### src/hdl/ctlc_pkg.sv
// constants shared by the carrier timer link control block
package ctlc_pkg;
    // register offsets (8-bit address, 8-bit data)
    localparam logic [7:0] OFS_LINK_CTRL  = 8'h01;
    localparam logic [7:0] OFS_SHORT_CTRL = 8'h02;
    localparam logic [7:0] OFS_SHORT_HI   = 8'h03;
    localparam logic [7:0] OFS_SHORT_LO   = 8'h04;
    localparam logic [7:0] OFS_LONG_CTRL  = 8'h05;
    localparam logic [7:0] OFS_LONG_HI    = 8'h06;
    localparam logic [7:0] OFS_LONG_LO    = 8'h07;
    localparam logic [7:0] OFS_IRQ_STAT   = 8'h08;
    localparam logic [7:0] OFS_IRQ_MASK   = 8'h09;

    // link control fields
    localparam int BIT_MODE      = 7;
    localparam int BIT_PIN_SEL   = 6;
    localparam int FLD_LOGIC_HI  = 5;
    localparam int FLD_LOGIC_LO  = 4;
    localparam int FLD_OUT_HI    = 3;
    localparam int FLD_OUT_LO    = 2;
    localparam int BIT_SHORT_INI = 1;
    localparam int BIT_LONG_INI  = 0;

    // timer control fields
    localparam int BIT_TMR_EN     = 7;
    localparam int BIT_TMR_SINGLE = 6;

    // interrupt status bits
    localparam int IRQ_SHORT_TC = 0;
    localparam int IRQ_LONG_TC  = 1;
    localparam int IRQ_FALL     = 2;
    localparam int IRQ_RISE     = 3;

    localparam logic [7:0] LINK_CTRL_RST = 8'h00;
    localparam logic [7:0] TMR_RST       = 8'h00;
    localparam logic [3:0] IRQ_RST       = 4'h0;

    // combining logic codes
    localparam logic [1:0] LOGIC_AND  = 2'h0;
    localparam logic [1:0] LOGIC_OR   = 2'h1;
    localparam logic [1:0] LOGIC_NOR  = 2'h2;
    localparam logic [1:0] LOGIC_NAND = 2'h3;

    // output behaviour codes
    localparam logic [1:0] OUT_NORMAL   = 2'h0;
    localparam logic [1:0] OUT_PINGPONG = 2'h1;
    localparam logic [1:0] OUT_FORCE_LO = 2'h2;
    localparam logic [1:0] OUT_FORCE_HI = 2'h3;

    // demodulator edge and filter codes
    localparam logic [1:0] EDGE_FALL = 2'h0;
    localparam logic [1:0] EDGE_RISE = 2'h1;
    localparam logic [1:0] EDGE_BOTH = 2'h2;
    localparam logic [1:0] FILT_NONE = 2'h0;
    localparam logic [1:0] FILT_4    = 2'h1;
    localparam logic [1:0] FILT_8    = 2'h2;
    localparam logic [3:0] FILT_4_CYCLES = 4'h4;
    localparam logic [3:0] FILT_8_CYCLES = 4'h8;

    localparam int SCLK_DIV_DEFAULT = 2;
endpackage : ctlc_pkg

### src/hdl/ctlc_tmr_if.sv
// signals between the control core and the timer pair
`timescale 1ns/1ps
interface ctlc_tmr_if;
    logic        start_short;
    logic        stop_short;
    logic        start_long;
    logic        stop_long;
    logic        single_short;
    logic        single_long;
    logic        pingpong;
    logic        init_short;
    logic        init_long;
    logic [7:0]  short_hi;
    logic [7:0]  short_lo;
    logic [15:0] long_reload;
    logic        short_out;
    logic        long_out;
    logic        short_en;
    logic        long_en;
    logic        short_tc;
    logic        long_tc;

    modport core (output start_short, stop_short, start_long, stop_long, single_short,
                  single_long, pingpong, init_short, init_long, short_hi, short_lo,
                  long_reload, input short_out, long_out, short_en, long_en, short_tc,
                  long_tc);
    modport timers (input start_short, stop_short, start_long, stop_long, single_short,
                    single_long, pingpong, init_short, init_long, short_hi, short_lo,
                    long_reload, output short_out, long_out, short_en, long_en, short_tc,
                    long_tc);
endinterface : ctlc_tmr_if

### src/hdl/ctlc_timers.sv
// short and long down-counting timers with ping-pong hand-over
`timescale 1ns/1ps
module ctlc_timers
    import ctlc_pkg::*;
(
    input wire logic     clk,
    input wire logic     reset_n,
    ctlc_tmr_if.timers   tif
);
    logic [7:0]  cnt_s_q;
    logic [15:0] cnt_l_q;
    logic        out_s_q;
    logic        out_l_q;
    logic        en_s_q;
    logic        en_l_q;
    logic        tc_s;
    logic        tc_l;
    logic        go_s;
    logic        go_l;
    logic        halt_s;
    logic        halt_l;

    assign tc_s   = en_s_q && (cnt_s_q == 8'h00);
    assign tc_l   = en_l_q && (cnt_l_q == 16'h0000);
    // in ping-pong mode each terminal count hands the pair over to the other timer
    assign go_s   = tif.start_short || (tif.pingpong && tc_l);
    assign go_l   = tif.start_long || (tif.pingpong && tc_s);
    assign halt_s = tif.stop_short || (tc_s && (tif.single_short || tif.pingpong));
    assign halt_l = tif.stop_long || (tc_l && (tif.single_long || tif.pingpong));

    always_ff @(posedge clk or negedge reset_n) begin
        if (!reset_n) begin
            en_s_q <= 1'b0;
            en_l_q <= 1'b0;
        end else begin
            if (go_s) begin
                en_s_q <= 1'b1;
            end else if (halt_s) begin
                en_s_q <= 1'b0;
            end
            if (go_l) begin
                en_l_q <= 1'b1;
            end else if (halt_l) begin
                en_l_q <= 1'b0;
            end
        end
    end

    // start level chooses which half-period value is loaded first
    always_ff @(posedge clk or negedge reset_n) begin
        if (!reset_n) begin
            out_s_q <= 1'b0;
            cnt_s_q <= 8'h00;
        end else if (go_s) begin
            out_s_q <= tif.init_short;
            cnt_s_q <= tif.init_short ? tif.short_hi : tif.short_lo;
        end else if (tc_s) begin
            out_s_q <= ~out_s_q;
            cnt_s_q <= out_s_q ? tif.short_lo : tif.short_hi;
        end else if (en_s_q) begin
            cnt_s_q <= cnt_s_q - 8'h01;
        end
    end

    always_ff @(posedge clk or negedge reset_n) begin
        if (!reset_n) begin
            out_l_q <= 1'b0;
            cnt_l_q <= 16'h0000;
        end else if (go_l) begin
            out_l_q <= tif.init_long;
            cnt_l_q <= tif.long_reload;
        end else if (tc_l) begin
            out_l_q <= ~out_l_q;
            cnt_l_q <= tif.long_reload;
        end else if (en_l_q) begin
            cnt_l_q <= cnt_l_q - 16'h0001;
        end
    end

    assign tif.short_out = out_s_q;
    assign tif.long_out  = out_l_q;
    assign tif.short_en  = en_s_q;
    assign tif.long_en   = en_l_q;
    assign tif.short_tc  = tc_s;
    assign tif.long_tc   = tc_l;
endmodule : ctlc_timers

### src/hdl/ctlc_demod.sv
// demodulator input select, noise filter and edge detection
`timescale 1ns/1ps
module ctlc_demod
    import ctlc_pkg::*;
#(
    parameter int SCLK_DIV = SCLK_DIV_DEFAULT
)(
    input  wire logic       clk,
    input  wire logic       reset_n,
    input  wire logic       port_three_demod_input,
    input  wire logic       port_two_demod_input,
    input  wire logic       demod_on,
    input  wire logic       sel_port_two,
    input  wire logic [1:0] filter_sel,
    input  wire logic [1:0] edge_sel,
    output logic            fall_evt,
    output logic            rise_evt
);
    logic [1:0] sync3_q;
    logic [1:0] sync2_q;
    logic [7:0] pre_q;
    logic [3:0] stab_q;
    logic       filt_q;
    logic       prev_q;
    logic       raw;
    logic       tick;
    logic [3:0] need;

    always_ff @(posedge clk or negedge reset_n) begin
        if (!reset_n) begin
            sync3_q <= 2'h0;
            sync2_q <= 2'h0;
        end else begin
            sync3_q <= {sync3_q[0], port_three_demod_input};
            sync2_q <= {sync2_q[0], port_two_demod_input};
        end
    end

    assign raw  = sel_port_two ? sync2_q[1] : sync3_q[1];
    assign tick = (pre_q == 8'(SCLK_DIV - 1));
    // reserved filter code acts as no filter
    assign need = (filter_sel == FILT_4) ? FILT_4_CYCLES :
                  (filter_sel == FILT_8) ? FILT_8_CYCLES : 4'h0;

    always_ff @(posedge clk or negedge reset_n) begin
        if (!reset_n) begin
            pre_q <= 8'h00;
        end else begin
            pre_q <= tick ? 8'h00 : pre_q + 8'h01;
        end
    end

    // a change passes only after staying put for need scaled-clock ticks
    always_ff @(posedge clk or negedge reset_n) begin
        if (!reset_n) begin
            filt_q <= 1'b0;
            stab_q <= 4'h0;
        end else if (need == 4'h0 || raw == filt_q) begin
            filt_q <= raw;
            stab_q <= 4'h0;
        end else if (tick) begin
            if (stab_q + 4'h1 >= need) begin
                filt_q <= raw;
                stab_q <= 4'h0;
            end else begin
                stab_q <= stab_q + 4'h1;
            end
        end
    end

    always_ff @(posedge clk or negedge reset_n) begin
        if (!reset_n) begin
            prev_q   <= 1'b0;
            fall_evt <= 1'b0;
            rise_evt <= 1'b0;
        end else begin
            prev_q   <= filt_q;
            fall_evt <= demod_on && prev_q && !filt_q
                        && (edge_sel != EDGE_RISE);
            rise_evt <= demod_on && !prev_q && filt_q
                        && (edge_sel == EDGE_RISE || edge_sel == EDGE_BOTH);
        end
    end
endmodule : ctlc_demod

### src/hdl/ctlc_top.sv
// carrier timer link control: register port, output combining, demod flags
//
// Chosen here: the strobed register port.
`timescale 1ns/1ps
module ctlc_top
    import ctlc_pkg::*;
#(
    parameter int SCLK_DIV = SCLK_DIV_DEFAULT
)(
    input  wire logic       clk,
    input  wire logic       reset_n,
    input  wire logic [7:0] reg_addr,
    input  wire logic [7:0] reg_wdata,
    input  wire logic       reg_wr,
    input  wire logic       reg_rd,
    output logic      [7:0] reg_rdata,
    input  wire logic       stop_recovery,
    input  wire logic       port_out_data,
    input  wire logic       port_three_demod_input,
    input  wire logic       port_two_demod_input,
    output logic            carrier_output_pin,
    output logic            carrier_output_timer_sel,
    output logic            irq
);
    logic [7:0]  ctrl_q;
    logic        flag_fall_q;
    logic        flag_rise_q;
    logic [7:0]  short_ctrl_q;
    logic [7:0]  short_hi_q;
    logic [7:0]  short_lo_q;
    logic [7:0]  long_ctrl_q;
    logic [7:0]  long_hi_q;
    logic [7:0]  long_lo_q;
    logic [3:0]  stat_q;
    logic [3:0]  mask_q;
    logic        demod;
    logic        tx;
    logic        long_eff;
    logic        fall_evt;
    logic        rise_evt;
    logic        wr_ctrl;
    logic [3:0]  stat_set;
    logic [7:0]  rd_d;

    ctlc_tmr_if tif ();

    function automatic logic ctlc_combine(input logic a, input logic b, input logic [1:0] op);
        case (op)
            LOGIC_AND:  ctlc_combine = a & b;
            LOGIC_OR:   ctlc_combine = a | b;
            LOGIC_NOR:  ctlc_combine = ~(a | b);
            default:    ctlc_combine = ~(a & b);
        endcase
    endfunction : ctlc_combine

    assign demod   = ctrl_q[BIT_MODE];
    assign tx      = ~demod;
    assign wr_ctrl = reg_wr && (reg_addr == OFS_LINK_CTRL);

    // link control; stop recovery restores defaults except the logic field
    always_ff @(posedge clk or negedge reset_n) begin
        if (!reset_n) begin
            ctrl_q <= LINK_CTRL_RST;
        end else if (stop_recovery) begin
            ctrl_q[7:6] <= LINK_CTRL_RST[7:6];
            ctrl_q[3:0] <= LINK_CTRL_RST[3:0];
        end else if (wr_ctrl) begin
            ctrl_q[7:2] <= reg_wdata[7:2];
            // start levels only change on a transmit-mode write
            if (!reg_wdata[BIT_MODE]) begin
                ctrl_q[1:0] <= reg_wdata[1:0];
            end
        end
    end

    // edge flags: a new edge wins over a simultaneous clear
    always_ff @(posedge clk or negedge reset_n) begin
        if (!reset_n) begin
            flag_fall_q <= 1'b0;
            flag_rise_q <= 1'b0;
        end else begin
            if (fall_evt) begin
                flag_fall_q <= 1'b1;
            end else if (wr_ctrl && reg_wdata[BIT_MODE] && reg_wdata[BIT_LONG_INI]) begin
                flag_fall_q <= 1'b0;
            end
            if (rise_evt) begin
                flag_rise_q <= 1'b1;
            end else if (wr_ctrl && reg_wdata[BIT_MODE] && reg_wdata[BIT_SHORT_INI]) begin
                flag_rise_q <= 1'b0;
            end
        end
    end

    always_ff @(posedge clk or negedge reset_n) begin
        if (!reset_n) begin
            short_ctrl_q <= TMR_RST;
            short_hi_q   <= TMR_RST;
            short_lo_q   <= TMR_RST;
            long_ctrl_q  <= TMR_RST;
            long_hi_q    <= TMR_RST;
            long_lo_q    <= TMR_RST;
        end else if (reg_wr) begin
            case (reg_addr)
                OFS_SHORT_CTRL: short_ctrl_q <= reg_wdata;
                OFS_SHORT_HI:   short_hi_q   <= reg_wdata;
                OFS_SHORT_LO:   short_lo_q   <= reg_wdata;
                OFS_LONG_CTRL:  long_ctrl_q  <= reg_wdata;
                OFS_LONG_HI:    long_hi_q    <= reg_wdata;
                OFS_LONG_LO:    long_lo_q    <= reg_wdata;
                default:        ;
            endcase
        end
    end

    // enables are pulses; the live enable state lives in the timers
    assign tif.start_short  = reg_wr && reg_addr == OFS_SHORT_CTRL && reg_wdata[BIT_TMR_EN];
    assign tif.stop_short   = reg_wr && reg_addr == OFS_SHORT_CTRL && !reg_wdata[BIT_TMR_EN];
    assign tif.start_long   = reg_wr && reg_addr == OFS_LONG_CTRL && reg_wdata[BIT_TMR_EN];
    assign tif.stop_long    = reg_wr && reg_addr == OFS_LONG_CTRL && !reg_wdata[BIT_TMR_EN];
    assign tif.single_short = short_ctrl_q[BIT_TMR_SINGLE];
    assign tif.single_long  = long_ctrl_q[BIT_TMR_SINGLE];
    assign tif.pingpong     = tx && (ctrl_q[FLD_OUT_HI:FLD_OUT_LO] == OUT_PINGPONG);
    assign tif.init_short   = ctrl_q[BIT_SHORT_INI];
    assign tif.init_long    = ctrl_q[BIT_LONG_INI];
    assign tif.short_hi     = short_hi_q;
    assign tif.short_lo     = short_lo_q;
    assign tif.long_reload  = {long_hi_q, long_lo_q};

    ctlc_timers u_timers (
        .clk     (clk),
        .reset_n (reset_n),
        .tif     (tif.timers)
    );

    ctlc_demod #(
        .SCLK_DIV (SCLK_DIV)
    ) u_demod (
        .clk                    (clk),
        .reset_n                (reset_n),
        .port_three_demod_input (port_three_demod_input),
        .port_two_demod_input   (port_two_demod_input),
        .demod_on               (demod),
        .sel_port_two           (ctrl_q[BIT_PIN_SEL]),
        .filter_sel             (ctrl_q[FLD_OUT_HI:FLD_OUT_LO]),
        .edge_sel               (ctrl_q[FLD_LOGIC_HI:FLD_LOGIC_LO]),
        .fall_evt               (fall_evt),
        .rise_evt               (rise_evt)
    );

    // forced codes override the long timer level at the combiner
    always_comb begin
        case (ctrl_q[FLD_OUT_HI:FLD_OUT_LO])
            OUT_FORCE_LO: long_eff = 1'b0;
            OUT_FORCE_HI: long_eff = 1'b1;
            default:      long_eff = tif.long_out;
        endcase
    end

    always_ff @(posedge clk or negedge reset_n) begin
        if (!reset_n) begin
            carrier_output_pin       <= 1'b0;
            carrier_output_timer_sel <= 1'b0;
        end else begin
            carrier_output_timer_sel <= tx && ctrl_q[BIT_PIN_SEL];
            if (tx && ctrl_q[BIT_PIN_SEL]) begin
                carrier_output_pin <= ctlc_combine(tif.short_out, long_eff,
                                                   ctrl_q[FLD_LOGIC_HI:FLD_LOGIC_LO]);
            end else begin
                carrier_output_pin <= port_out_data;
            end
        end
    end

    // sticky interrupt status, write one to clear, set wins
    assign stat_set = {rise_evt, fall_evt, tif.long_tc, tif.short_tc};

    always_ff @(posedge clk or negedge reset_n) begin
        if (!reset_n) begin
            stat_q <= IRQ_RST;
            mask_q <= IRQ_RST;
            irq    <= 1'b0;
        end else begin
            if (reg_wr && reg_addr == OFS_IRQ_STAT) begin
                stat_q <= (stat_q & ~reg_wdata[3:0]) | stat_set;
            end else begin
                stat_q <= stat_q | stat_set;
            end
            if (reg_wr && reg_addr == OFS_IRQ_MASK) begin
                mask_q <= reg_wdata[3:0];
            end
            irq <= |(stat_q & mask_q);
        end
    end

    // demod mode shows the edge flags in the start-level bits
    always_comb begin
        case (reg_addr)
            OFS_LINK_CTRL:  rd_d = demod ? {ctrl_q[7:2], flag_rise_q, flag_fall_q} : ctrl_q;
            OFS_SHORT_CTRL: rd_d = {tif.short_en, short_ctrl_q[6:0]};
            OFS_SHORT_HI:   rd_d = short_hi_q;
            OFS_SHORT_LO:   rd_d = short_lo_q;
            OFS_LONG_CTRL:  rd_d = {tif.long_en, long_ctrl_q[6:0]};
            OFS_LONG_HI:    rd_d = long_hi_q;
            OFS_LONG_LO:    rd_d = long_lo_q;
            OFS_IRQ_STAT:   rd_d = {4'h0, stat_q};
            OFS_IRQ_MASK:   rd_d = {4'h0, mask_q};
            default:        rd_d = 8'h00;
        endcase
    end

    always_ff @(posedge clk or negedge reset_n) begin
        if (!reset_n) begin
            reg_rdata <= 8'h00;
        end else begin
            reg_rdata <= reg_rd ? rd_d : 8'h00;
        end
    end
endmodule : ctlc_top

### config.mk
export PLATFORM = sky130hd
export DESIGN_NAME = ctlc_top
export DESIGN_NICKNAME = d
export VERILOG_FILES = /design/src/hdl/ctlc_pkg.sv /design/src/hdl/ctlc_tmr_if.sv /design/src/hdl/ctlc_timers.sv /design/src/hdl/ctlc_demod.sv /design/src/hdl/ctlc_top.sv
export SDC_FILE = /design/constraint.sdc
export NUM_CORES = 1
export LEC_CHECK = 0
export ABC_AREA = 1
export BUFFER_PORTS_ARGS = -buffer_cell sky130_fd_sc_hd__buf_2
export CELL_PAD_IN_SITES_DETAIL_PLACEMENT = 1
export CELL_PAD_IN_SITES_GLOBAL_PLACEMENT = 2
export CORE_MARGIN = 10
export CORE_UTILIZATION = 34
export CTS_BUF_LIST = sky130_fd_sc_hd__clkbuf_4
export DETAILED_ROUTE_END_ITERATION = 8
export GPL_TIMING_DRIVEN = 0
export PLACE_DENSITY_LB_ADDON = 0.05
export SKIP_CTS_REPAIR_TIMING = 1
export SLEW_MARGIN = 25
export SYNTH_ARGS = -nofsm -noshare
export SYNTH_HDL_FRONTEND = slang
export SYNTH_SLANG_ARGS = --single-unit
export TNS_END_PERCENT = 1
### constraint.sdc
create_clock -name clk -period 1.74 [get_ports clk]
set_input_delay 0 -clock clk [delete_from_list [all_inputs] [get_ports clk]]
set_output_delay 0 -clock clk [all_outputs]
set_load 0.005 [all_outputs]
==> flow_results.org, run 1 <==
** Outcome
- Violated checks :: setup timing
- Run status :: finished with violations

** GRT
- Total Routing Usage GR :: 17.1%
- The first global-routing pass estimated 34700 µm of wire.
- The number of global-route vias before repair came to 6056.
- The initial antenna violation count is 1.
- GR Overflow Total :: 0
- Entering global routing, the biggest net connects 72 pins.

** Logic synthesis
- Post-synthesis async set-or-reset flop share :: 100%
- Number of warning messages in the yosys log :: 0
- Dominant register cell in the synthesized netlist :: sky130_fd_sc_hd__dfrtp_1
- Number of enable-type register cells in the synthesized netlist :: 0
- Post-synthesis average cell area :: 7.86 µm²
- Library cell occupying the most area in the post-synthesis netlist :: sky130_fd_sc_hd__dfrtp_1
- The number of different library cells used by synthesis comes to 39.
- After synthesis, the cell types taking the most area are sky130_fd_sc_hd__dfrtp_1 46%, sky130_fd_sc_hd__nand2_1 15%, sky130_fd_sc_hd__o21ai_0 5.9%, sky130_fd_sc_hd__nand3_1 4.7%, sky130_fd_sc_hd__inv_1 4.3%.
- The synthesized netlist occupies a cell area of 6670 µm².
- Synthesis produced 848 cells.
- Fraction of the yosys area taken by sequential cells :: 46.2%
- Register bit count reported by yosys :: 123
- The synthesized design devotes to its leading area cell type 46.2% of total area.
- Net Count, Synth :: 886

** Placement
- Prior to clock tree synthesis, the placed netlist has a worst setup slack of -0.411 ns.
- Port buffering added 33 buffers.
- Placer Congestion :: 0.848
- Detailed-placement wirelength estimate :: 16300 µm
- Dpl cell area :: 7200 µm²

** Min path
- The worst hold path belongs to the class in -> reg.

** Power and ir drop
- IR drop worst, VDD :: 375 µV
- Static leakage :: 3.79 nW
- Power Dens Cells :: 1040 nW/µm²

** STA
- Total Neg Setup Slack :: -0.512 ns
- Final Max Slew Viols :: 0
- Clock skew on the completed layout was measured at 0.0131 ns.
- Of the available clock period, the critical path in the final layout requires 104%.
- Final Hold Vio Count :: 0
- After layout, the minimum clock period comes to 1.82 ns.
- Relative slew margins :: 59.3%
- Static timing analysis puts the maximum clock frequency at 551 MHz.
- Across all setup checks in the final design, the least slack found is -0.0758 ns.
- Setup violations remaining at the end of the flow were counted as 19.
- Setup repair after global routing could not meet its margin everywhere.
- Post-route worst hold slack :: 0.0437 ns
- At the pin with the least slew margin, the transition time is 0.610 ns.

** Final layout
- The net count of the finished layout is 972.
- Compared with the post-synthesis result, the final layout area differs by 18.4%.
- Total of fill cells in the finished design :: 2414
- Of the cells placed in the final design, the portion with a size suffix greater than 1 is 19.2%.
- Final non-filler cell area :: 7900 µm²

** Routing
- Detailed routing inserted a total of 5863 vias.
- First-pass iteration count of the detailed router :: 4
- After detailed routing, the total wire length is 21600 µm.
- Initial detailed-routing violation count :: 280
- Post-DRT Antenna Nets :: 0
- In the routed design, unresolved DRC markers number 0.
- In the routed layout, each cell is associated on average with a via count of 4.83.
- WL/cell :: 17.8 µm

** Critical path
- The worst setup path is launched from a register.
- Of all nets on the critical path, the largest fanout is 4.
- For the worst setup path, the data required time is 2.22 ns.
- Crit. End Element :: register
- Setup Crit Path Kind :: reg -> reg
- Arrival time of the worst setup path :: 2.29 ns

** Floorplanning
- The initial utilization of the core area, before any placement, comes to 34.4%.
- The die is 160 µm wide.
- Top Ports :: 35
- Overall die area :: 25600 µm²
- The total area inside the core boundary comes to 19400 µm².
- In this run the core area contains 51 standard-cell rows.
- Die Span Y :: 160 µm

** Clock tree
- Buffers inserted during clock tree synthesis total 17.
- Clock tree sinks :: 123
- After clock tree synthesis, the clock-pin slew on the worst setup and hold paths is 0.12 ns.
- For the worst-skew pair, the clock arrives at the later sink with an insertion delay of 0.54 ns.
- The clock passes through at most 2 buffers.
- CTS tree :: yes
- Maximum level of the CTS H-tree :: 4
- In this run the clock root is driven by a sky130_fd_sc_hd__clkbuf_4.

** Flow run
- Number of max-capacitance violations reported :: 0
-- stage by stage --
stage                     total power, mW  std cells  util (%)
final                                8.19       1213      40.7
after global routing                 8.87       1213      40.7
after CTS                            7.98       1179      38.6
after detailed placement             5.89       1147      37.1
after global placement               5.78       1146      36.9
after floorplan                      5.17        848         -
-- metal layers --
layer	global-route usage, %	up-vias	wire length [µm]
met3	3.55	11	493
met2	26.9	67	10000
met4	3.38	0	146
li1	-	2895	-
met1	23.7	2890	10900
met5	0	-	0
-- synth_stat cells (2+ instances only) --
cell	number
sky130_fd_sc_hd__o22ai_1	3
sky130_fd_sc_hd__a21oi_1	10
sky130_fd_sc_hd__nor2_1	68
sky130_fd_sc_hd__o31ai_1	3
sky130_fd_sc_hd__inv_1	76
sky130_fd_sc_hd__nand2_1	271
sky130_fd_sc_hd__o21ai_1	11
sky130_fd_sc_hd__nand2_2	8
sky130_fd_sc_hd__dfrtp_1	123
sky130_fd_sc_hd__clkbuf_1	3
sky130_fd_sc_hd__inv_2	7
sky130_fd_sc_hd__o21ai_2	12
sky130_fd_sc_hd__nor2_4	7
sky130_fd_sc_hd__xor2_1	12
sky130_fd_sc_hd__ha_1	14
sky130_fd_sc_hd__mux2i_1	2
sky130_fd_sc_hd__nand3_1	63
sky130_fd_sc_hd__nand3_4	2
sky130_fd_sc_hd__nand4_1	5
sky130_fd_sc_hd__buf_6	6
sky130_fd_sc_hd__o211ai_1	5
sky130_fd_sc_hd__nor3b_1	2
sky130_fd_sc_hd__nor2_2	8
sky130_fd_sc_hd__or2_2	2
sky130_fd_sc_hd__xnor2_1	8
sky130_fd_sc_hd__buf_2	9
sky130_fd_sc_hd__nand3_2	6
sky130_fd_sc_hd__nor3_1	7
sky130_fd_sc_hd__nand3b_1	5
sky130_fd_sc_hd__buf_4	4
sky130_fd_sc_hd__o21ai_0	78
-- registers in the layout, indices dropped and copies added (netlist names), 2 cells and up --
| signal | cells |
|---|---|
| u_timers.cnt_l_q | 16 |
| ctrl_q | 8 |
| long_hi_q | 8 |
| long_lo_q | 8 |
| reg_rdata | 8 |
| short_hi_q | 8 |
| short_lo_q | 8 |
| u_demod.pre_q | 8 |
| u_timers.cnt_s_q | 8 |
| long_ctrl_q | 7 |
| short_ctrl_q | 7 |
| mask_q | 4 |
| stat_q | 4 |
| u_demod.stab_q | 4 |
| u_demod.sync2_q | 2 |
| u_demod.sync3_q | 2 |
-- cells by family after synthesis --
logic type	Yosys count	share of synthesized area, %
and+or+nand+nor	458	30.7
muxes	2	0.300
AOI/OAI and AO/OA	125	10.5
adders and majority gates	14	2.63
DFF	123	46.2
buffers and inverters	106	7.11
xor gates and xnor gates	20	2.63
-- worst max-delay path, cell delays in order (launching register included) --
cell and delay [ns]:
sky130_fd_sc_hd__dfrtp_2 0.46, sky130_fd_sc_hd__ha_4 0.18, sky130_fd_sc_hd__xnor2_2 0.14, sky130_fd_sc_hd__ha_1 0.28, sky130_fd_sc_hd__nand2_1 0.06, sky130_fd_sc_hd__nand2_1 0.05
sky130_fd_sc_hd__a21o_1 0.20, sky130_fd_sc_hd__a21oi_2 0.18, sky130_fd_sc_hd__o21ai_1 0.09, sky130_fd_sc_hd__a21oi_1 0.11
-- final cells by class --
type	instances	area (µm²)	share of cell area, %
Antenna cell	1	2.50	0.0317
Buffer	22	160	2.03
Clock buffer	18	135	1.71
Clock inverter	14	148	1.87
Inverter	84	320	4.06
Multi-Input combinational cell	619	3220	40.8
Sequential cell	123	3080	39.0
Tap cell	265	332	4.20
Timing Repair Buffer	67	493	6.24
-- layout by cell type, fill, tap and decap left out, types with 3 or more instances in the layout --
cell type,Yosys,layout
sky130_fd_sc_hd__a21oi_1,10,9
sky130_fd_sc_hd__buf_2,9,41
sky130_fd_sc_hd__buf_4,4,20
sky130_fd_sc_hd__buf_6,6,5
sky130_fd_sc_hd__clkbuf_4,0,18
sky130_fd_sc_hd__clkinv_2,0,3
sky130_fd_sc_hd__clkinv_4,1,6
sky130_fd_sc_hd__dfrtp_1,123,120
sky130_fd_sc_hd__dfrtp_2,0,3
sky130_fd_sc_hd__dlygate4sd3_1,0,17
sky130_fd_sc_hd__ha_1,14,10
sky130_fd_sc_hd__ha_4,0,3
sky130_fd_sc_hd__inv_1,76,73
sky130_fd_sc_hd__inv_2,7,10
sky130_fd_sc_hd__nand2_1,271,266
sky130_fd_sc_hd__nand2_2,8,13
sky130_fd_sc_hd__nand3_1,63,61
sky130_fd_sc_hd__nand3_2,6,7
sky130_fd_sc_hd__nand3_4,2,3
sky130_fd_sc_hd__nand3b_1,5,5
sky130_fd_sc_hd__nand4_1,5,5
sky130_fd_sc_hd__nor2_1,68,63
sky130_fd_sc_hd__nor2_2,8,11
sky130_fd_sc_hd__nor2_4,7,9
sky130_fd_sc_hd__nor3_1,7,7
sky130_fd_sc_hd__o211ai_1,5,5
sky130_fd_sc_hd__o21ai_0,78,75
sky130_fd_sc_hd__o21ai_1,11,13
sky130_fd_sc_hd__o21ai_2,12,13
sky130_fd_sc_hd__o22ai_1,3,3
sky130_fd_sc_hd__o31ai_1,3,3
sky130_fd_sc_hd__xnor2_1,8,7
sky130_fd_sc_hd__xor2_1,12,12
-- power by group --
group / leakage [nW] / internal [mW] / switching, mW
combinational: 2.02 / 1.01 / 1.55
sequential: 1.61 / 3.22 / 0.363
clock: 0.154 / 0.873 / 1.18
total: 3.79 / 5.10 / 3.09
-- path summary, 6_finish.rpt --
path                                          from                  end  slack [ns]  cells after the start
worst max-delay path             u_demod.stab_q[0]    u_demod.stab_q[3]       -0.08                      9
worst min-delay path                   reg_addr[0]            mask_q[3]        0.04                      5
worst max register to register   u_demod.stab_q[0]    u_demod.stab_q[3]       -0.08                      9
worst min register to register  u_demod.sync3_q[0]   u_demod.sync3_q[1]        0.37                      0
max in group asynchronous                  reset_n            ctrl_q[3]        0.53                      4
min in group asynchronous                  reset_n  u_timers.cnt_l_q[9]        0.49                      3
Power figures use the tool's default switching activity.
==> inputs of run 2 (changes only) <==
--- a/config.mk
+++ b/config.mk
@@ -15,6 +15,7 @@
 export DETAILED_ROUTE_END_ITERATION = 8
 export GPL_TIMING_DRIVEN = 0
 export PLACE_DENSITY_LB_ADDON = 0.05
+export RECOVER_POWER = 100
 export SKIP_CTS_REPAIR_TIMING = 1
 export SLEW_MARGIN = 25
 export SYNTH_ARGS = -nofsm -noshare
==> run 2 against run 1 <==
The run still ends with setup timing left. Sequential cell count unchanged. Wire length down 0.11%. Cell count did not move. Combinational power barely moved. Power shrank 0.40%. Utilization down 0.74 points. Non-clock buffer count stayed put. Register-to-register slack is essentially flat. Sequential share of layout area rose by 0.72 points. Design area is 1.8% lower. Global-route usage is the same. First-iteration DRC count shrank 7.5%. Critical path type unchanged.
==> flow_results.org, run 2 (same netlist as run 1, synthesis figures left out) <==
** Routing
- Top Metal Used :: met4
- The post-route met1 wirelength was 10800 µm (-1.2%).
- The count of routing violations after the opening detailed-route iteration was 259 (-7.5%).
- The detail-routed via count per cell is 4.81 (-0.53%).
- The average wire per standard cell is 17.8 µm (-0.11%).
- Met2 WL post-DR :: 10000 µm (unchanged)
- Drt total wl :: 21600 µm (-0.11%)
- The number of detailed-routing iterations run before antenna repair was 4 (unchanged).
- The routed wire length on met3 came to 593 µm (+20%).
- Number of vias in the routed layout :: 5832 (-0.53%)
- The number of remaining DRC errors is 0 (unchanged).
- The antenna violation net count after detailed routing was 0 (unchanged).

** Final layout
- Register area :: 3080 µm² (unchanged)
- Number of nets in the layout :: 972 (unchanged)
- Area added between synthesis and finish :: 16.3%
- In the layout the commonest cells are 270 x sky130_fd_sc_hd__nand2_1, 120 x sky130_fd_sc_hd__dfrtp_1, 79 x sky130_fd_sc_hd__o21ai_0.
- The number of fill cells is 2431 (+0.70%).
- Layout cell share with drive strength beyond 1 :: 15.7% (-3.5 points)
- The final core utilization is 40.0% (-0.74 points).
- Largest reg by FF count :: u_timers.cnt_l_q
- Largest register FFs :: 16 (unchanged)
- The library cell used most frequently in the layout, excluding fill and tap cells, is sky130_fd_sc_hd__nand2_1.
- Combined area of the multi-input logic cells :: 3150 µm² (-2.3%)

** Critical path
- Setup Crit Path Kind :: reg -> reg
- The endpoint required time on the critical path was 2.21 ns (about the same).
- In this run the critical register-to-register path is launched from u_demod.stab_q[0].
- Critical path origin :: u_demod.stab_q[0]
- Crit. End Element :: register
- STA classifies the critical path startpoint as a register.
- Highest fanout seen on the critical path :: 4 (unchanged)
- Arrival time of the worst setup path :: 2.29 ns (about the same)

** Flow run
- The reported max-cap violation count is 0 (unchanged).

** Placement
- Number of buffer cells added on primary ports :: 33 (unchanged)
- The placer's final routability congestion estimate is 0.848 (unchanged).
- The post-detailed-placement half-perimeter wirelength was 16300 µm (unchanged).
- Worst slack at placement :: -0.411 ns (unchanged)

** Outcome
- The final reports fail on setup timing.
- The run finished, with violations left.

** Floorplanning
- The vertical extent of the die is 160 µm (unchanged).
- Top Ports :: 35 (unchanged)
- The standard cell core area was 19400 µm² (unchanged).
- The area of the die is 25600 µm² (unchanged).
- The starting density of the core is 34.4% (unchanged).
- The overall die width is 160 µm (unchanged).
- Number of rows in the core area :: 51 (unchanged)

** STA
- The worst max-slew margin expressed relative to the limit was 48.8% (-10 points).
- Share of the clock period used by the worst path :: 104% (about the same)
- Skew final :: 0.0144 ns (+0.00132 ns)
- The final setup violation count was 19 (unchanged).
- Tmin final :: 1.81 ns (-0.00170 ns)
- The setup slack of the critical path after layout came to -0.0741 ns (+0.00170 ns).
- RSZ-0062 raised after global routing :: yes
- Highest Clock Rate :: 551 MHz (about the same)
- Slew of the pin with the lowest slew margin :: 0.767 ns (+0.157 ns)
- The number of endpoints with negative hold slack in the final report is 0 (unchanged).
- The final count of pins violating max slew came to 0 (unchanged).

** Clock tree
- The clock buffer count from CTS came to 17 (unchanged).
- Clock root cell :: sky130_fd_sc_hd__clkbuf_4
- Bufs on Longest Clock Path :: 2 (unchanged)
- The count of H-tree levels built during CTS is 4 (unchanged).
- Insertion delay to the later sink of the worst-skew pair :: 0.54 ns (about the same)
- The total number of clock tree sinks came to 123 (unchanged).
- The register clock-pin slew on the reported worst setup and hold paths was 0.12 ns (about the same).
- CTS tree :: yes

** GRT
- The global-route wire length before repair is 34700 µm (unchanged).
- Total Routing Usage GR :: 17.1% (unchanged)
- The number of global-route vias before repair was 6056 (unchanged).
- Maximum number of pins on one net before global-route repair :: 72 (unchanged)
- The total congestion overflow was 0 (unchanged).
- The initial antenna violation count was 1 (unchanged).

** Min path
- Kind of path behind the tightest hold check :: in -> reg
- Worst min-delay path startpoint :: reg_addr[3]

** Power and ir drop
- IR drop worst, VDD :: 374 µV (-0.30%)
- The power per standard cell area was 1050 nW/µm² (+1.4%).
- Static leakage :: 3.68 nW (-2.9%)
==> run 2: worst max-delay path, cell delays in order, from the launching register on <==
cell and delay (ns):
sky130_fd_sc_hd__dfrtp_2 0.46, sky130_fd_sc_hd__ha_4 0.18, sky130_fd_sc_hd__xnor2_2 0.14, sky130_fd_sc_hd__ha_1 0.28
sky130_fd_sc_hd__nand2_1 0.06, sky130_fd_sc_hd__nand2_1 0.05, sky130_fd_sc_hd__a21o_1 0.20, sky130_fd_sc_hd__a21oi_2 0.18
sky130_fd_sc_hd__o21ai_1 0.09, sky130_fd_sc_hd__a21oi_1 0.11
==> run 2: final timing paths <==
| kind | to | slack (ns) | cells after the start |
|---|---|---|---|
| worst max register to register | u_demod.stab_q[3] | -0.07 | 9 |
| worst max-delay path | u_demod.stab_q[3] | -0.07 | 9 |
| max in group asynchronous | ctrl_q[3] | 0.09 | 4 |
| worst min register to register | u_demod.sync3_q[1] | 0.37 | 0 |
| worst min-delay path | reg_rdata[7] | 0.07 | 6 |
| min in group asynchronous | u_timers.cnt_l_q[9] | 0.63 | 3 |
==> run 2: routing by layer <==
metal,vias up,GRT usage (%)
met5,-,0
met4,0,3.38
met3,12,3.55
met2,69,26.9
met1,2859,23.7
li1,2892,-
==> run 2: through the flow <==
stage	total power, mW	cells	instance area, µm²	hold WS (ns)	TNS, ns
after floorplan	5.17	848	6670	-0.296	0
after global placement	5.78	1146	7170	0.111	-135.79
after detailed placement	5.89	1147	7200	-0.0505	-10.03
after CTS	7.98	1179	7490	-0.674	-11.03
after global routing	8.85	1213	7750	0.0208	-6.82
final	8.16	1213	7750	0.0693	-0.415
==> run 2: power breakdown <==
part / total, mW / switching, mW / internal, mW / leakage, nW
sequential: 3.58 / 0.364 / 3.22 / 1.61
combinational: 2.54 / 1.54 / 0.995 / 1.91
clock: 2.04 / 1.17 / 0.874 / 0.154
total: 8.16 / 3.07 / 5.09 / 3.68
==> run 2: cell type report <==
type                    instances  share of cell area, %
flip-flops and latches        123                   39.7
diodes                          1                 0.0323
repair buffers                 67                   5.92
clock inverters                14                   1.90
well taps                     265                   4.28
plain buffers                  22                   1.68
inverters                      84                   4.08
clock buffers                  18                   1.74
multi-input cells             619                   40.6
==> inputs of run 3 (changes only) <==
--- a/config.mk
+++ b/config.mk
@@ -5,12 +5,12 @@
 export SDC_FILE = /design/constraint.sdc
 export NUM_CORES = 1
 export LEC_CHECK = 0
-export ABC_AREA = 1
+export ABC_AREA = 0
 export BUFFER_PORTS_ARGS = -buffer_cell sky130_fd_sc_hd__buf_2
 export CELL_PAD_IN_SITES_DETAIL_PLACEMENT = 1
 export CELL_PAD_IN_SITES_GLOBAL_PLACEMENT = 2
 export CORE_MARGIN = 10
-export CORE_UTILIZATION = 34
+export CORE_UTILIZATION = 35
 export CTS_BUF_LIST = sky130_fd_sc_hd__clkbuf_4
 export DETAILED_ROUTE_END_ITERATION = 8
 export GPL_TIMING_DRIVEN = 0
==> run 3 against run 2 <==
The run ends with capacitance limit, slew limit, setup timing left. Non-clock buffer count unchanged. Cell count down 26%. Largest cell class unchanged. Clock skew up 0.0044 ns. Critical endpoint is now u_timers.cnt_s_q[2]. Critical path type unchanged. Register-to-register slack worse by 0.51 ns. Power down 0.48%. Area after synthesis down 3.9%. Synthesized cell count down 34%.
==> flow_results.org, run 3 <==
** Critical path
- The worst setup path is launched from a register.
- Buffer and inverter count on the worst path :: 1 (+1)
- Crit. End Element :: register
- The critical path goes through or4_4 -> nor4_4 -> nand4_1 -> o21ai_4 -> buf_6 -> mux2i_1.
- Setup Crit Path Kind :: reg -> reg
- Highest fanout seen on the critical path :: 7 (+3)
- Highest cell delay on the worst timing path :: 0.59 ns (+0.13 ns)
- Worst-path cell with the longest stage delay :: sky130_fd_sc_hd__or4_4
- The endpoint arrival time on the critical path is 2.78 ns (+0.49 ns).
- Required time worst endpoint :: 2.20 ns (about the same)
- Top delay family on crit path :: simple AND/OR/NAND/NOR gates

** STA
- The final count of pins violating max slew was 58 (+58).
- Slew of the pin with the lowest slew margin :: 1.54 ns (+0.773 ns)
- Relative slew margins :: -2.68% (-52 points)
- RSZ-0062 raised after global routing :: yes
- Post-route worst hold slack :: 0.0747 ns (+0.00536 ns)
- The final clock skew was 0.0187 ns (+0.00436 ns).
- The share of the cycle needed by the critical path after routing was 134% (+30 points).
- The final sum of negative setup slack is -22.32 ns (-21.90 ns).
- The final setup violation count is 73 (+54).
- Post-route setup slack :: -0.588 ns (-0.514 ns)
- The number of endpoints with negative hold slack in the final report came to 0 (unchanged).
- Tmin final :: 2.33 ns (+0.514 ns)
- Highest Clock Rate :: 429 MHz (-22%)

** Routing
- Via-to-Cell Ratio :: 5.36 (+12%)
- Number of vias in the routed layout :: 4782 (-18%)
- Number of DRC violations after detailed routing :: 0 (unchanged)
- First-pass iteration count of the detailed router :: 6 (+2)
- The antenna violation net count after detailed routing came to 0 (unchanged).
- WL/cell :: 21.9 µm (+23%)
- Initial detailed-routing violation count :: 213 (-18%)
- Drt total wl :: 19600 µm (-9.3%)

** Placement
- The quantity of I/O buffers inserted on ports was 30 (-9.1%).
- The worst slack at placement is -0.828 ns (-0.418 ns).
- The placer's final routability congestion estimate was 0.841 (-0.77%).
- The number of placed instances with taps included was 822 (-28%).
- Dpl cell area :: 6880 µm² (-4.4%)
- The post-detailed-placement half-perimeter wirelength is 14100 µm (-13%).

** GRT
- The number of global-route vias before repair is 5110 (-16%).
- The global-route wire length before repair was 29900 µm (-14%).
- The total congestion overflow was 0 (unchanged).
- Total Routing Usage GR :: 16.0% (-1.1 points)
- Maximum number of pins on one net before global-route repair :: 67 (-6.9%)
- The initial antenna violation count is 1 (unchanged).

** Floorplanning
- Die Span Y :: 155 µm (-2.9%)
- Initial Util :: 35.7% (+1.3 points)
- Number of rows in the core area :: 49 (-3.9%)
- The standard cell core area was 18000 µm² (-7.4%).
- The area of the die is 24100 µm² (-5.8%).
- The I/O pin count came to 35 (unchanged).
- The overall die width is 155 µm (-2.9%).

** Clock tree
- The clock buffer count from CTS is 17 (unchanged).
- Insertion delay to the later sink of the worst-skew pair :: 0.54 ns (about the same)
- Clock root cell :: sky130_fd_sc_hd__clkbuf_4
- The register clock-pin slew on the reported worst setup and hold paths was 0.11 ns (about the same).
- Clock tree sinks :: 123 (unchanged)
- TritonCTS built the clock tree.
- The count of H-tree levels built during CTS is 4 (unchanged).
- Bufs on Longest Clock Path :: 2 (unchanged)

** Final layout
- Final non-filler cell area :: 7650 µm² (-1.4%)
- Final Non-Filler Cells :: 892 (-26%)
- The layout cell share with drive strength beyond 1 is 27.9% (+12 points).
- Most common library cell in the layout ignoring fill and taps :: sky130_fd_sc_hd__dfrtp_1
- The number of flip-flops under the largest register name is 16 (unchanged).
- The number of fill cells was 1969 (-19%).
- Util after Layout :: 42.6% (+2.6 points)
- Leaving out fill and tap cells, the most frequent cells in the layout are 120 x sky130_fd_sc_hd__dfrtp_1, 63 x sky130_fd_sc_hd__mux2_2, 43 x sky130_fd_sc_hd__nand2_1.
- The final net count came to 687 (-29%).
- The area growth from synthesis to layout is 19.3%.
- Largest reg by FF count :: u_timers.cnt_l_q

** Logic synthesis
- Top cell types by occurrence after synthesis :: 123 x sky130_fd_sc_hd__dfrtp_1, 64 x sky130_fd_sc_hd__mux2_2, 44 x sky130_fd_sc_hd__nand2_1
- Post-synthesis average cell area :: 11.4 µm² (+45%)
- The unique cell type count in the Yosys netlist was 65 (+67%).
- The fraction of registers with async set or reset after synthesis was 100% (unchanged).
- The net count after synthesis is 600 (-32%).
- Post-Synthesis Cell Area :: 6410 µm² (-3.9%)
- Library cell occupying the most area in the post-synthesis netlist :: sky130_fd_sc_hd__dfrtp_1
- Cell types with the largest area share after synthesis :: sky130_fd_sc_hd__dfrtp_1 48%, sky130_fd_sc_hd__mux2_2 11%, sky130_fd_sc_hd__mux2i_1 6.4%, sky130_fd_sc_hd__ha_1 2.7%, sky130_fd_sc_hd__nand2_1 2.6%
- Synth Instances :: 562 (-34%)
- The number of synthesized register bits is 123 (unchanged).
- The proportion of netlist area held by the largest area contributor is 48.0% (+1.9 points).
- Number of warning messages in the yosys log :: 0 (unchanged)
- Number of enable-type register cells in the synthesized netlist :: 0 (unchanged)
- In the post-synthesis netlist, the cell with the most instances is sky130_fd_sc_hd__dfrtp_1.
- In the synthesized netlist the dominant register cell turns out to be sky130_fd_sc_hd__dfrtp_1.
- Fraction of the yosys area taken by sequential cells :: 48.0% (+1.9 points)

** Power and ir drop
- Power Dens Cells :: 1060 nW/µm² (+0.91%)
- Part of the total power dissipated in the clock network :: 31.7% (+6.7 points)
- Static leakage :: 3.43 nW (-6.9%)
- The worst-case vdd ir drop was 725 µV (+94%).
- The switching power as a share of total power was 30.4% (-7.2 points).
- Portion of total power attributed to sequential cells :: 44.5% (+0.6 points)
- The fraction of power consumed by combinational cells came to 23.8% (-7.3 points).
- Total power :: 8.12 mW (-0.48%)
- The net switching power is 2.47 mW (-20%).
- The total internal power was 5.65 mW (+11%).

** Min path
- Kind of path behind the tightest hold check :: in -> reg

** Flow run
- The reported max-cap violation count came to 1 (+1).

** Outcome
- The run finished, with violations left.
- The final reports fail on capacitance limit, slew limit, setup timing.
-- run 3: changes by cell type after synthesis, sizes merged, moves of 10 or more --
cell / before / now
nor2: 84 / 27
buf: 19 / 6
nand3: 71 / 21
a22oi: 0 / 10
inv: 83 / 16
clkbuf: 3 / 15
o21ai: 101 / 26
nor2b: 0 / 10
mux2: 0 / 74
mux2i: 2 / 41
nand2: 279 / 44
-- run 3: power by group through the flow --
stage / combinational [mW] / clock [mW] / sequential (mW)
global route: 2.13 / 2.78 / 3.67
global placement: 1.56 / 0 / 3.65
floorplan: 1.20 / 0 / 3.54
detailed placement: 1.65 / 0 / 3.66
finish: 1.93 / 2.57 / 3.61
CTS: 1.65 / 2.66 / 3.61
-- run 3: final cells by class --
| cell class | count | area [µm²] | share of cell area [%] |
|---|---|---|---|
| Multi-Input combinational cell | 402 | 3250 | 42.5 |
| Sequential cell | 123 | 3080 | 40.3 |
| Timing Repair Buffer | 69 | 500 | 6.54 |
| Tap cell | 229 | 287 | 3.75 |
| Clock inverter | 14 | 225 | 2.95 |
| Clock buffer | 18 | 135 | 1.77 |
| Buffer | 20 | 104 | 1.36 |
| Inverter | 16 | 60.1 | 0.785 |
| Antenna cell | 1 | 2.50 | 0.0327 |
-- run 3: worst paths after layout --
path | end | from | slack, ns | cells past startpoint
hold reg to reg | u_demod.sync3_q[1] | u_demod.sync3_q[0] | 0.36 | 0
hold / removal | reg_rdata[4] | reg_addr[6] | 0.07 | 4
setup / recovery | u_timers.cnt_s_q[2] | u_timers.cnt_l_q[4] | -0.59 | 6
min in group asynchronous | u_timers.cnt_l_q[5] | reset_n | 0.38 | 2
max in group asynchronous | u_timers.cnt_l_q[4] | reset_n | -0.23 | 3
setup reg to reg | u_timers.cnt_s_q[2] | u_timers.cnt_l_q[4] | -0.59 | 6
-- run 3: logic make-up (layout without fill, tap and decap cells) --
logic type | after synthesis | after routing | synth area share (%)
compound gates | 88 | 88 | 9.33
xor+xnor | 25 | 25 | 3.42
other cells | 0 | 1 | 0
flops | 123 | 123 | 48.0
simple gates | 158 | 158 | 13.3
fa+ha+maj | 14 | 14 | 2.73
mux | 117 | 117 | 20.7
buf+inv | 37 | 137 | 2.52
-- run 3: metal layers --
| layer | vias to the layer above | global-route usage, % | routed length, µm |
|---|---|---|---|
| li1 | 2221 | - | - |
| met4 | 0 | 3.21 | 93 |
| met3 | 6 | 3.86 | 624 |
| met5 | - | 0 | 0 |
| met1 | 2488 | 21.8 | 9670 |
| met2 | 67 | 25.4 | 9180 |
-- run 3: worst register-to-register path: stages, from the launching register on --
cell and delay (ns):
sky130_fd_sc_hd__dfrtp_1 0.44, sky130_fd_sc_hd__or4_4 0.59, sky130_fd_sc_hd__nor4_4 0.35, sky130_fd_sc_hd__nand4_1 0.27
sky130_fd_sc_hd__o21ai_4 0.23, sky130_fd_sc_hd__buf_6 0.18, sky130_fd_sc_hd__mux2i_1 0.20
